File: src/verilog/dspc_pkg.sv
/*
  constants, types and register map of the dual-slope phase controller.
  assumes a 20 MHz system clock and an apb master in software's reach.
*/
package dspc_pkg;

  // ==========================================================
  // phase codes
  localparam logic [1:0] PH_CLEAR = 2'h0;
  localparam logic [1:0] PH_NULL = 2'h1;
  localparam logic [1:0] PH_INTEG = 2'h2;
  localparam logic [1:0] PH_RAMP = 2'h3;

  // ==========================================================
  // register offsets (byte addresses)
  localparam logic [7:0] OFS_CTRL = 8'h00;
  localparam logic [7:0] OFS_STATUS = 8'h04;
  localparam logic [7:0] OFS_INT_COUNT = 8'h08;
  localparam logic [7:0] OFS_NULL_COUNT = 8'h0C;
  localparam logic [7:0] OFS_MAX_COUNT = 8'h10;
  localparam logic [7:0] OFS_RESULT = 8'h14;
  localparam logic [7:0] OFS_CLEAR_MAX = 8'h18;

  // ctrl fields
  localparam int CTRL_START_BIT = 0;
  localparam int CTRL_CONT_BIT = 1;
  localparam int CTRL_POWER_BIT = 2;
  // status fields
  localparam int STAT_BUSY_BIT = 0;
  localparam int STAT_DONE_BIT = 1;
  localparam int STAT_OVR_BIT = 2;
  localparam int STAT_CLR_TO_BIT = 3;
  localparam int STAT_PHASE_LSB = 4;
  // result fields
  localparam int RES_SIGN_BIT = 31;
  localparam int RES_OVR_BIT = 30;

  // ==========================================================
  // reset values, counts in clk_sys_i cycles
  localparam logic [23:0] RST_INT_COUNT = 24'h010000;
  localparam logic [23:0] RST_NULL_COUNT = 24'h010000;
  localparam logic [23:0] RST_MAX_COUNT = 24'h030000;
  localparam logic [23:0] RST_CLEAR_MAX = 24'h004E20;
  localparam int CNT_W = 24;

  // ==========================================================
  // apb request and answer carriers
  typedef struct packed {
    logic psel;
    logic penable;
    logic pwrite;
    logic [7:0] paddr;
    logic [31:0] pwdata;
  } dspc_apb_req_t;

  typedef struct packed {
    logic pready;
    logic pslverr;
    logic [31:0] prdata;
  } dspc_apb_rsp_t;

  // pins to the analog processor
  typedef struct packed {
    logic phase_a;
    logic phase_b;
    logic chip_sel;
  } dspc_pins_t;

endpackage
File: src/verilog/dspc_apb_regs.sv
/*
  apb slave with control and count registers of the phase controller.
  assumes a single-clock apb master; answers with zero wait states.
*/
`timescale 1ns/1ps
`default_nettype none
module dspc_apb_regs #(
  parameter int CNT_W = dspc_pkg::CNT_W
) (
  input wire logic clk_sys_i,
  input wire logic srst_i,
  input wire dspc_pkg::dspc_apb_req_t req_i,
  output dspc_pkg::dspc_apb_rsp_t rsp_o,
  input wire logic [31:0] status_i,
  input wire logic [31:0] result_i,
  output logic start_o,
  output logic cont_o,
  output logic power_o,
  output logic [CNT_W-1:0] int_count_o,
  output logic [CNT_W-1:0] null_count_o,
  output logic [CNT_W-1:0] max_count_o,
  output logic [CNT_W-1:0] clear_max_o
);
  logic wr_en;
  logic rd_en;
  logic [31:0] rd_data;
  logic hit;

  assign wr_en = req_i.psel & req_i.penable & req_i.pwrite;
  assign rd_en = req_i.psel & req_i.penable & ~req_i.pwrite;

  // ==========================================================
  // writes
  always_ff @(posedge clk_sys_i) begin
    if (srst_i) begin
      start_o <= 1'b0;
      cont_o <= 1'b0;
      power_o <= 1'b0;
      int_count_o <= dspc_pkg::RST_INT_COUNT;
      null_count_o <= dspc_pkg::RST_NULL_COUNT;
      max_count_o <= dspc_pkg::RST_MAX_COUNT;
      clear_max_o <= dspc_pkg::RST_CLEAR_MAX;
    end else begin
      start_o <= 1'b0;
      if (wr_en) begin
        if (req_i.paddr == dspc_pkg::OFS_CTRL) begin
          start_o <= req_i.pwdata[dspc_pkg::CTRL_START_BIT];
          cont_o <= req_i.pwdata[dspc_pkg::CTRL_CONT_BIT];
          power_o <= req_i.pwdata[dspc_pkg::CTRL_POWER_BIT];
        end else if (req_i.paddr == dspc_pkg::OFS_INT_COUNT) begin
          int_count_o <= req_i.pwdata[CNT_W-1:0];
        end else if (req_i.paddr == dspc_pkg::OFS_NULL_COUNT) begin
          null_count_o <= req_i.pwdata[CNT_W-1:0];
        end else if (req_i.paddr == dspc_pkg::OFS_MAX_COUNT) begin
          max_count_o <= req_i.pwdata[CNT_W-1:0];
        end else if (req_i.paddr == dspc_pkg::OFS_CLEAR_MAX) begin
          clear_max_o <= req_i.pwdata[CNT_W-1:0];
        end
      end
    end
  end

  // ==========================================================
  // read decode
  always_comb begin
    rd_data = 32'h00000000;
    hit = 1'b1;
    if (req_i.paddr == dspc_pkg::OFS_CTRL) begin
      rd_data[dspc_pkg::CTRL_CONT_BIT] = cont_o;
      rd_data[dspc_pkg::CTRL_POWER_BIT] = power_o;
    end else if (req_i.paddr == dspc_pkg::OFS_STATUS) begin
      rd_data = status_i;
    end else if (req_i.paddr == dspc_pkg::OFS_INT_COUNT) begin
      rd_data[CNT_W-1:0] = int_count_o;
    end else if (req_i.paddr == dspc_pkg::OFS_NULL_COUNT) begin
      rd_data[CNT_W-1:0] = null_count_o;
    end else if (req_i.paddr == dspc_pkg::OFS_MAX_COUNT) begin
      rd_data[CNT_W-1:0] = max_count_o;
    end else if (req_i.paddr == dspc_pkg::OFS_RESULT) begin
      rd_data = result_i;
    end else if (req_i.paddr == dspc_pkg::OFS_CLEAR_MAX) begin
      rd_data[CNT_W-1:0] = clear_max_o;
    end else begin
      hit = 1'b0;
    end
  end

  // unmapped addresses answer with pslverr and zero data
  always_comb begin
    rsp_o.pready = 1'b1;
    rsp_o.pslverr = req_i.psel & req_i.penable & ~hit;
    rsp_o.prdata = (rd_en & hit) ? rd_data : 32'h00000000;
  end
endmodule // dspc_apb_regs
`default_nettype wire

File: src/verilog/dspc_ctrl.sv
/*
  dual-slope phase controller top: drives phase pins a/b and chip select,
  times the integrate, ramp and clear phases and reports over apb.
  assumes the comparator input is synchronous to clk_sys_i (20 MHz).
*/
`timescale 1ns/1ps
`default_nettype none
module dspc_ctrl #(
  parameter int CNT_W = dspc_pkg::CNT_W
) (
  input wire logic clk_sys_i,
  input wire logic srst_i,
  input wire dspc_pkg::dspc_apb_req_t apb_req_i,
  output dspc_pkg::dspc_apb_rsp_t apb_rsp_o,
  input wire logic comp_out_i,
  output logic phase_a_o,
  output logic phase_b_o,
  output logic chip_sel_o
);
  typedef enum {
    ST_IDLE,
    ST_NULL,
    ST_INTEG,
    ST_RAMP,
    ST_CLEAR
  } dspc_state_t;

  dspc_state_t state;
  logic start;
  logic cont;
  logic power;
  logic [CNT_W-1:0] int_count;
  logic [CNT_W-1:0] null_count;
  logic [CNT_W-1:0] max_count;
  logic [CNT_W-1:0] clear_max;
  logic [CNT_W-1:0] cnt;
  logic comp_fall;
  logic comp_lvl;
  logic sign;
  logic ovr;
  logic clr_to;
  logic done;
  logic [CNT_W-1:0] result;
  logic [31:0] status_word;
  logic [31:0] result_word;
  logic [1:0] next_code;

  function automatic logic [1:0] phase_code(input dspc_state_t s);
    case (s)
      ST_INTEG: phase_code = dspc_pkg::PH_INTEG;
      ST_RAMP: phase_code = dspc_pkg::PH_RAMP;
      ST_CLEAR: phase_code = dspc_pkg::PH_CLEAR;
      default: phase_code = dspc_pkg::PH_NULL;
    endcase
  endfunction

  // ==========================================================
  // register file
  dspc_apb_regs #(.CNT_W(CNT_W)) u_regs (
    .clk_sys_i(clk_sys_i),
    .srst_i(srst_i),
    .req_i(apb_req_i),
    .rsp_o(apb_rsp_o),
    .status_i(status_word),
    .result_i(result_word),
    .start_o(start),
    .cont_o(cont),
    .power_o(power),
    .int_count_o(int_count),
    .null_count_o(null_count),
    .max_count_o(max_count),
    .clear_max_o(clear_max)
  );

  dspc_fall_det u_fall (
    .clk_sys_i(clk_sys_i),
    .srst_i(srst_i),
    .level_i(comp_out_i),
    .fall_o(comp_fall),
    .level_o(comp_lvl)
  );

  always_comb begin
    status_word = 32'h00000000;
    // the null phase of a single conversion is part of the work, so it reads busy too
    status_word[dspc_pkg::STAT_BUSY_BIT] = (state != ST_IDLE);
    status_word[dspc_pkg::STAT_DONE_BIT] = done;
    status_word[dspc_pkg::STAT_OVR_BIT] = ovr;
    status_word[dspc_pkg::STAT_CLR_TO_BIT] = clr_to;
    status_word[dspc_pkg::STAT_PHASE_LSB +: 2] = phase_code(state);
    result_word = 32'h00000000;
    result_word[CNT_W-1:0] = result;
    result_word[dspc_pkg::RES_SIGN_BIT] = sign;
    result_word[dspc_pkg::RES_OVR_BIT] = ovr;
  end

  // ==========================================================
  // phase sequencer
  // idle also drives the null code so the device rests in offset null
  always_ff @(posedge clk_sys_i) begin
    if (srst_i) begin
      state <= ST_IDLE;
      cnt <= '0;
    end else if (!power) begin
      state <= ST_IDLE;
      cnt <= '0;
    end else begin
      case (state)
        ST_IDLE: begin
          cnt <= '0;
          if (start || cont) begin
            state <= ST_NULL;
          end
        end
        ST_NULL: begin
          // comparator ignored here, only the count ends the phase
          if (cnt >= null_count - 1'b1) begin
            cnt <= '0;
            state <= ST_INTEG;
          end else begin
            cnt <= cnt + 1'b1;
          end
        end
        ST_INTEG: begin
          if (cnt >= int_count - 1'b1) begin
            cnt <= '0;
            state <= ST_RAMP; // code 10 straight to 11
          end else begin
            cnt <= cnt + 1'b1;
          end
        end
        ST_RAMP: begin
          // count from entry into ramp, one cycle before the pin code changes, up to the comparator fall
          if (comp_fall || cnt >= max_count) begin
            cnt <= '0;
            state <= ST_CLEAR;
          end else begin
            cnt <= cnt + 1'b1;
          end
        end
        ST_CLEAR: begin
          // held until comparator is high again, bounded by a timeout
          if (comp_lvl || cnt >= clear_max) begin
            cnt <= '0;
            state <= cont ? ST_NULL : ST_IDLE;
          end else begin
            cnt <= cnt + 1'b1;
          end
        end
        default: state <= ST_IDLE;
      endcase
    end
  end

  // ==========================================================
  // sign, result and flags
  // count is raw; comparator delay trimming is left to software
  always_ff @(posedge clk_sys_i) begin
    if (srst_i) begin
      sign <= 1'b0;
      ovr <= 1'b0;
      clr_to <= 1'b0;
      done <= 1'b0;
      result <= '0;
    end else begin
      if (start) begin
        done <= 1'b0;
      end
      if (state == ST_INTEG && cnt >= int_count - 1'b1) begin
        sign <= comp_lvl; // last integrate cycle holds the polarity
      end
      if (state == ST_RAMP && (comp_fall || cnt >= max_count)) begin
        result <= cnt;
        ovr <= ~comp_fall;
        done <= 1'b1;
      end
      if (state == ST_CLEAR && (comp_lvl || cnt >= clear_max)) begin
        clr_to <= ~comp_lvl;
      end
    end
  end

  // ==========================================================
  // pins, registered; code a is msb, b is lsb
  always_comb begin
    next_code = phase_code(state);
  end

  always_ff @(posedge clk_sys_i) begin
    if (srst_i) begin
      phase_a_o <= dspc_pkg::PH_NULL[1];
      phase_b_o <= dspc_pkg::PH_NULL[0];
      chip_sel_o <= 1'b0;
    end else begin
      phase_a_o <= next_code[1];
      phase_b_o <= next_code[0];
      chip_sel_o <= power;
    end
  end
endmodule // dspc_ctrl
`default_nettype wire

File: src/verilog/dspc_fall_det.sv
/*
  falling-edge detector for the comparator output.
  assumes the comparator input is already synchronous to the clock.
*/
`timescale 1ns/1ps
`default_nettype none
module dspc_fall_det (
  input wire logic clk_sys_i,
  input wire logic srst_i,
  input wire logic level_i,
  output logic fall_o,
  output logic level_o
);
  logic prev;

  // ==========================================================
  // edge
  always_ff @(posedge clk_sys_i) begin
    if (srst_i) begin
      prev <= 1'b1;
    end else begin
      prev <= level_i;
    end
  end

  assign fall_o = prev & ~level_i;
  assign level_o = level_i;
endmodule // dspc_fall_det
`default_nettype wire

File: config.mk
export PLATFORM = sky130hd
export DESIGN_NAME = dspc_ctrl
export DESIGN_NICKNAME = d
export VERILOG_FILES = /design/src/verilog/dspc_pkg.sv /design/src/verilog/dspc_apb_regs.sv /design/src/verilog/dspc_ctrl.sv /design/src/verilog/dspc_fall_det.sv
export SDC_FILE = /design/constraint.sdc
export NUM_CORES = 1
export LEC_CHECK = 0
export BUFFER_PORTS_ARGS = -buffer_cell sky130_fd_sc_hd__buf_2
export CORE_ASPECT_RATIO = 0.5
export CORE_MARGIN = 2
export CORE_UTILIZATION = 54
export DETAILED_ROUTE_END_ITERATION = 8
export GPL_ROUTABILITY_DRIVEN = 0
export PLACE_DENSITY_LB_ADDON = 0.05
export SLEW_MARGIN = 10
export SYNTH_ARGS = -nofsm -noshare
export SYNTH_HDL_FRONTEND = slang
export SYNTH_SLANG_ARGS = --single-unit
File: constraint.sdc
create_clock -name clk_sys_i -period 6.1 [get_ports clk_sys_i]
set_clock_uncertainty 0.2 [all_clocks]
set_input_delay 1.83 -clock clk_sys_i [delete_from_list [all_inputs] [get_ports clk_sys_i]]
set_output_delay 1.83 -clock clk_sys_i [all_outputs]
set_load 0.05 [all_outputs]
==> results by group, run 1 <==
Detailed routing
  • Drt first pass iters: 5
  • Post-DRT Antenna Nets: 0
  • Residual DRC count: 0
  • Drt initial violations: 992
  • Via Count: 10,200
  • Drt wl/cell: ~21 µm
  • WL final: between 30 and 40 mm
  • Vias/cell: 6.21

STA
  • Hold WS: 0.263 ns
  • Fin crit share: 99.3%
  • F_max: 165 MHz
  • Final hold vios: 0
  • Setup WS post-layout: 0.0421 ns
  • Final setup vio count: 0
  • RSZ-0062 raised after global routing: true
  • Worst slew pin tran: around 0.99 ns
  • Tmin final: approximately 6.1 ns
  • Final Max Tran Viols: 0
  • Relative slew slack: 33.8%

Critical path
  • Req. time, crit path: 4.07 ns
  • Worst-path fanout max: 13
  • Crit-path max cell delay: 0.53 ns
  • Crit path max-delay cell type: or4_4
  • Most used cell, CP: buf_2
  • CP Launch Type: input port
  • Worst setup EP type: output port
  • CP arrival: 4.03 ns
  • Critical path class: input port to output port
  • Crit-path cells: buf_2 > or4_4 > buf_4 > or3_1 > nor2_2 > buf_6 > nand2_1 > a21oi_1 > buf_2

Layout
  • Antenna diodes: 0
  • Layout cells sized above 1: 12.9%
  • Final cell count without fillers: 1,645
  • Area of the multi-input gates: 0.00655 mm²
  • Nets: 1,519
  • Final Instance Area: 0.0117 mm²
  • Sequential standard cell area: 0.00316 mm²
  • Filler Cells Inserted: 1,690
  • Area grow syn2layout: 14.1%

Yosys
  • Mapped Area: roughly 0.010 mm²
  • Yosys warning count: 0
  • Synth top area cells: dfxtp_1 (31%), ha_1 (12%), nand2_1 (11%)
  • Complex-gate fraction of the synthesized area: 18.9%
  • Post-synth top flop: dfxtp_1
  • Yosys top cell area share: a little under a third
  • Simple-gate share of the synthesized area: 23.1%
  • Number of flops mapped to enable cells by yosys: 0
  • #FFs+latches synth: 158
  • Synth Area in XOR/XNOR: 4.02%
  • Most frequent cell after synthesis: nand2_1
  • Most frequent cells after synthesis: nand2_1 (299), dfxtp_1 (158), a21oi_1 (122)
  • Post-Synthesis Cells: 1,318
  • Largest family of logic cells by synthesized area: simple AND/OR/NAND/NOR gates
  • Ys async rst share: 0%
  • Mux share of post-synthesis cell area: 4.98%
  • Mean Syn Cell Area: roughly 7.8 µm²
  • Yosys cell types: 72
  • Register area share after synthesis: a little under a third
  • Synth Area in Adders: roughly an eighth
  • Yosys top cell by area: dfxtp_1

Die
  • Die W: about 200 µm
  • Initial Util: 55.5%
  • Io pins: 83
  • Die Area: 0.0202 mm²
  • Core area: 0.0185 mm²
  • Die Ht: ~100 µm
  • Row count: 35

Global routing
  • GRT Residual Overflow: 0
  • Largest net degree at the start of global routing: 60
  • Initial antenna violation count: 1
  • Vias in the first global route: 9,350
  • First-pass GRT wire length: 52.7 mm
  • Tot GR Track Use: 35.4%

Placement
  • HPWL after detailed placement: 25.1 mm
  • Cell count after placement: 1,614
  • Dpl ws: -0.132 ns
  • Port buffer count: 67
  • Area after DPL: 0.0110 mm²

CTS
  • Total CTS buffers: 17
  • CTS tree: done
  • Clk_lat worst skew: 0.45 ns
  • CTS root buf: clkbuf_16
  • Clock sink count: 158
  • Max Root-Sink Buffers: 2
  • Post-CTS setup buffer count: 0
  • Clock slew at reported path FFs: 0.06 ns
  • H-tree Lvls: 4

Pwr
  • P_leak: 0.00458 µW
  • Total chip power: 2310 µW
  • Pwr/cell area: roughly 200 mW/mm²
  • Max VDD drop: 0.000191 V

Run
  • Max Cap Violations: 0

Hold path
  • Hold Crit Class: flip-flop to flip-flop

Status
  • Status: finished, final reports clean
-- report_power, final --
group / internal (µW) / switching, µW / leakage, µW
sequential: 1030 / 0.354 / 0.00127
clock: 740 / 456 / 0.000316
combinational: 18.6 / 59.3 / 0.00299
total: 1790 / 515 / 0.00458
-- worst paths after layout --
kind | from | endpoint | slack (ns) | cells past startpoint
max reg2reg | u_regs.int_count_o[2] | cnt[15] | 0.42 | 13
min | result[14] | result[14] | 0.26 | 2
max | apb_req_i[32] | apb_rsp_o[12] | 0.04 | 9
min reg2reg | result[14] | result[14] | 0.26 | 2
-- layer usage --
metal	vias to the layer above	routed length, µm	track usage (%)
met3	70	4330	11.7
met2	477	14000	50.3
met5	-	49	1.85
met1	4894	15800	50.4
met4	2	772	10.9
li1	4773	-	-
-- worst max-delay path: cells and delay by family --
family,cells,cell delay [ns]
AO/OA/AOI/OAI,1,0.24
buffers and inverters,4,0.78
AND/OR/NAND/NOR,4,1.16
-- layout by cell type (no fill, tap or decap), types with 19 or more instances in the layout --
cell      Yosys  layout
dfxtp_1     158     158
a221o_1      19      19
ha_1         99      99
nor2_1       74      70
xnor2_1      30      30
o221ai_1     22      22
buf_4        10      38
buf_2        17      58
o21ai_0      36      36
nand2_1     299     298
nand3_1      19      19
mux2i_1      51      51
nor3_1       28      25
a21oi_1     122     115
inv_1        64      64
-- layout make-up --
cell class	instances	share of cell area [%]
multi-input cells	1023	56.0
inverters	65	2.09
repair buffers	109	6.53
flip-flops and latches	158	27.0
clock buffers	23	4.26
well taps	259	2.77
clock inverters	8	1.28
-- state kept, by name (all words and copies together), names as in the netlist --
register,count
cnt,24
result,24
u_regs.clear_max_o,24
u_regs.int_count_o,24
u_regs.max_count_o,24
u_regs.null_count_o,24
state,3
chip_sel_o,1
clr_to,1
done,1
ovr,1
phase_a_o,1
phase_b_o,1
sign,1
u_fall.prev,1
u_regs.cont_o,1
u_regs.power_o,1
u_regs.start_o,1
-- cell families (layout without fill, tap and decap cells) --
group | after synthesis | count (layout)
AOI/OAI and AO/OA | 292 | 292
xor gates and xnor gates | 47 | 47
and+or+nand+nor | 527 | 527
DFF | 158 | 158
adders and majority gates | 99 | 99
buffers and inverters | 142 | 205
other | 2 | 7
muxes | 51 | 51
-- what timing repair did --
action                                  in CTS  in global routing
endpoints found under the setup margin       1                 12
pin swaps                                    0                  4
hold endpoints to repair                     0                  0
hold buffers                                 0                  0
gates resized for setup                      2                 20
-- stage by stage --
| step | TNS [ns] | utilization [%] |
|---|---|---|
| 4_1_cts | 0 | 63.0 |
| 6_report | 0 | 63.3 |
| 3_5_place_dp | -0.132 | 59.5 |
| 2_1_floorplan | -1.58 | - |
| 3_3_place_gp | -0.132 | 59.5 |
| 5_1_grt | -0.00300 | 63.3 |
Power figures use the tool's default switching activity.
==> run 2: changes to the inputs <==
- CORE_MARGIN: 2 -> 5
- CORE_UTILIZATION: 54 -> 60
==> results by group, run 2 (synthesis results as in run 1) <==
Status
  • Status: finished, final reports clean

CTS
  • Clk_lat worst skew: 0.43 ns
  • H-tree Lvls: 4
  • Hold Buf Count CTS: 0
  • Total CTS buffers: 17
  • CTS tree: done
  • CTS root buf: clkbuf_16
  • Clock slew at reported path FFs: around 0.060 ns
  • Max Root-Sink Buffers: 2
  • Clock sink count: roughly 160

Layout
  • Commonest non-fill, non-tap cell in the layout: nand2_1
  • Area grow syn2layout: 13.7%
  • Nets: ~1,500
  • Antenna diodes: 0
  • Layout cells sized above 1: 12.8%
  • Final Instance Area: about 0.012 mm²
  • Most frequent cells in the layout: nand2_1 (299), dfxtp_1 (158), a21oi_1 (116), ha_1 (99), nor2_1 (71)

Detailed routing
  • Vias/cell: 6.36
  • Drt initial violations: 1,037
  • Max layer used: met5
  • Detailed-route wire length on metal 1: 15.2 mm
  • Drt wl/cell: 21.7 µm
  • Post-DRT Antenna Nets: 0
  • Drt first pass iters: 5
  • WL final: 34.9 mm
  • Residual DRC count: 0
  • WL met3: 4.95 mm
  • Metal2 WL: between 10 and 15 mm
  • Via Count: 10,300

Critical path
  • Req. time, crit path: 4.07 ns
  • Worst setup EP type: output port
  • Crit-path max cell delay: 0.53 ns
  • Crit path max-delay cell type: or4_4
  • Critical path class: input port to output port
  • Reg2Reg Depth: 16
  • Crit-path cells: buf_2 > or4_4 > nor2_2 > nand2_1 > buf_4 > nor2_4 > buf_12 > a221o_1 > o221ai_1 > a21oi_1 > clkbuf_4
  • CP arrival: 4.04 ns
  • CP Launch Type: input port
  • Worst-path fanout max: 13

Pwr
  • Switching part of the total: 22.1%
  • Combinational power share: 3.3%
  • Clock power share: between 50% and 60%
  • P_leak: 0.00456 µW
  • Reg power frac: 45.1%
  • Switching pwr: about 500 µW
  • Pwr/cell area: 196 mW/mm²
  • Cell internal pwr: between 1500 and 2000 µW
  • Max VDD drop: 0.000201 V

Hold path
  • Hold Crit Class: flip-flop to flip-flop
  • Hold depth: 2

Global routing
  • Tot GR Track Use: roughly a third
  • GRT Residual Overflow: 0
  • Initial antenna violation count: 1
  • Largest net degree at the start of global routing: between 90 and 100
  • First-pass GRT wire length: 54.2 mm
  • Vias in the first global route: 9,716

STA
  • Worst slew pin tran: 1.10 ns
  • Relative slew slack: 26.9%
  • Setup WS post-layout: 0.0294 ns
  • Final setup vio count: 0
  • Final hold vios: 0
  • Fin crit share: 99.5%
  • Tmin final: just over 6 ns
  • Setup TNS: 0 ns
  • F_max: 165 MHz
  • Final Max Tran Viols: 0
  • Hold WS: between 0.2 and 0.3 ns

Placement
  • Port buffer count: 67
  • HPWL after detailed placement: ~25 mm
  • Dpl ws: -0.135 ns
  • Area after DPL: roughly 0.011 mm²

Die
  • Row count: 33
  • Initial Util: 61.9%
  • Die Ht: 102 µm
  • Die W: between 150 and 200 µm
  • Io pins: between 80 and 90
  • Core area: 0.0166 mm²
  • Die Area: 0.0200 mm²

Run
  • Max Cap Violations: 0
==> run 2: cell type report <==
type                            count  area (µm²)
Tap cell                          227         284
Multi-Input combinational cell   1023        6560
Clock inverter                     11         191
Fill cell                        1358        4910
Clock buffer                       19         443
Sequential cell                   158        3160
Timing Repair Buffer              109         769
Inverter                           65         244
==> run 2: power groups by stage <==
stage          sequential [µW]  combinational (µW)  clock (µW)
6_report                  1030                76.3        1180
3_5_place_dp              1060                73.4           0
5_1_grt                   1030                80.5        1230
4_1_cts                   1030                73.6        1180
2_1_floorplan             1060                43.7           0
3_3_place_gp              1060                72.6           0
==> run 2: path summary, 6_finish.rpt <==
check,from,endpoint,slack [ns]
worst max register to register,u_regs.int_count_o[2],result[18],0.48
worst max-delay path,apb_req_i[32],apb_rsp_o[18],0.03
worst min register to register,result[15],result[15],0.27
worst min-delay path,result[15],result[15],0.27
==> run 2: what timing repair did <==
action,4_1_cts,5_1_grt
resized for setup,7,14
pin swaps,0,3
buffers inserted,0,1
cloned,0,0
setup endpoints to repair,5,9
==> run 2: worst max-delay path: cells and delay by family <==
family / cells / cell delay, ns
AND/OR/NAND/NOR: 4 / 0.88
buffers and inverters: 4 / 0.75
AO/OA/AOI/OAI: 3 / 0.57
==> run 2: stage by stage <==
| step | cells | utilization [%] | power, µW |
|---|---|---|---|
| floorplan | 1323 | - | 1100 |
| global placement | 1581 | 66.1 | 1130 |
| detailed placement | 1581 | 66.1 | 1130 |
| CTS | 1611 | 70.0 | 2280 |
| global route | 1612 | 70.4 | 2340 |
| finish | 1612 | 70.4 | 2290 |
==> run 2: metal layers <==
layer	GRT usage, %	up-vias
met5	1.16	-
met4	8.10	2
met3	14.0	62
met2	52.5	535
met1	47.6	4896
li1	-	4759
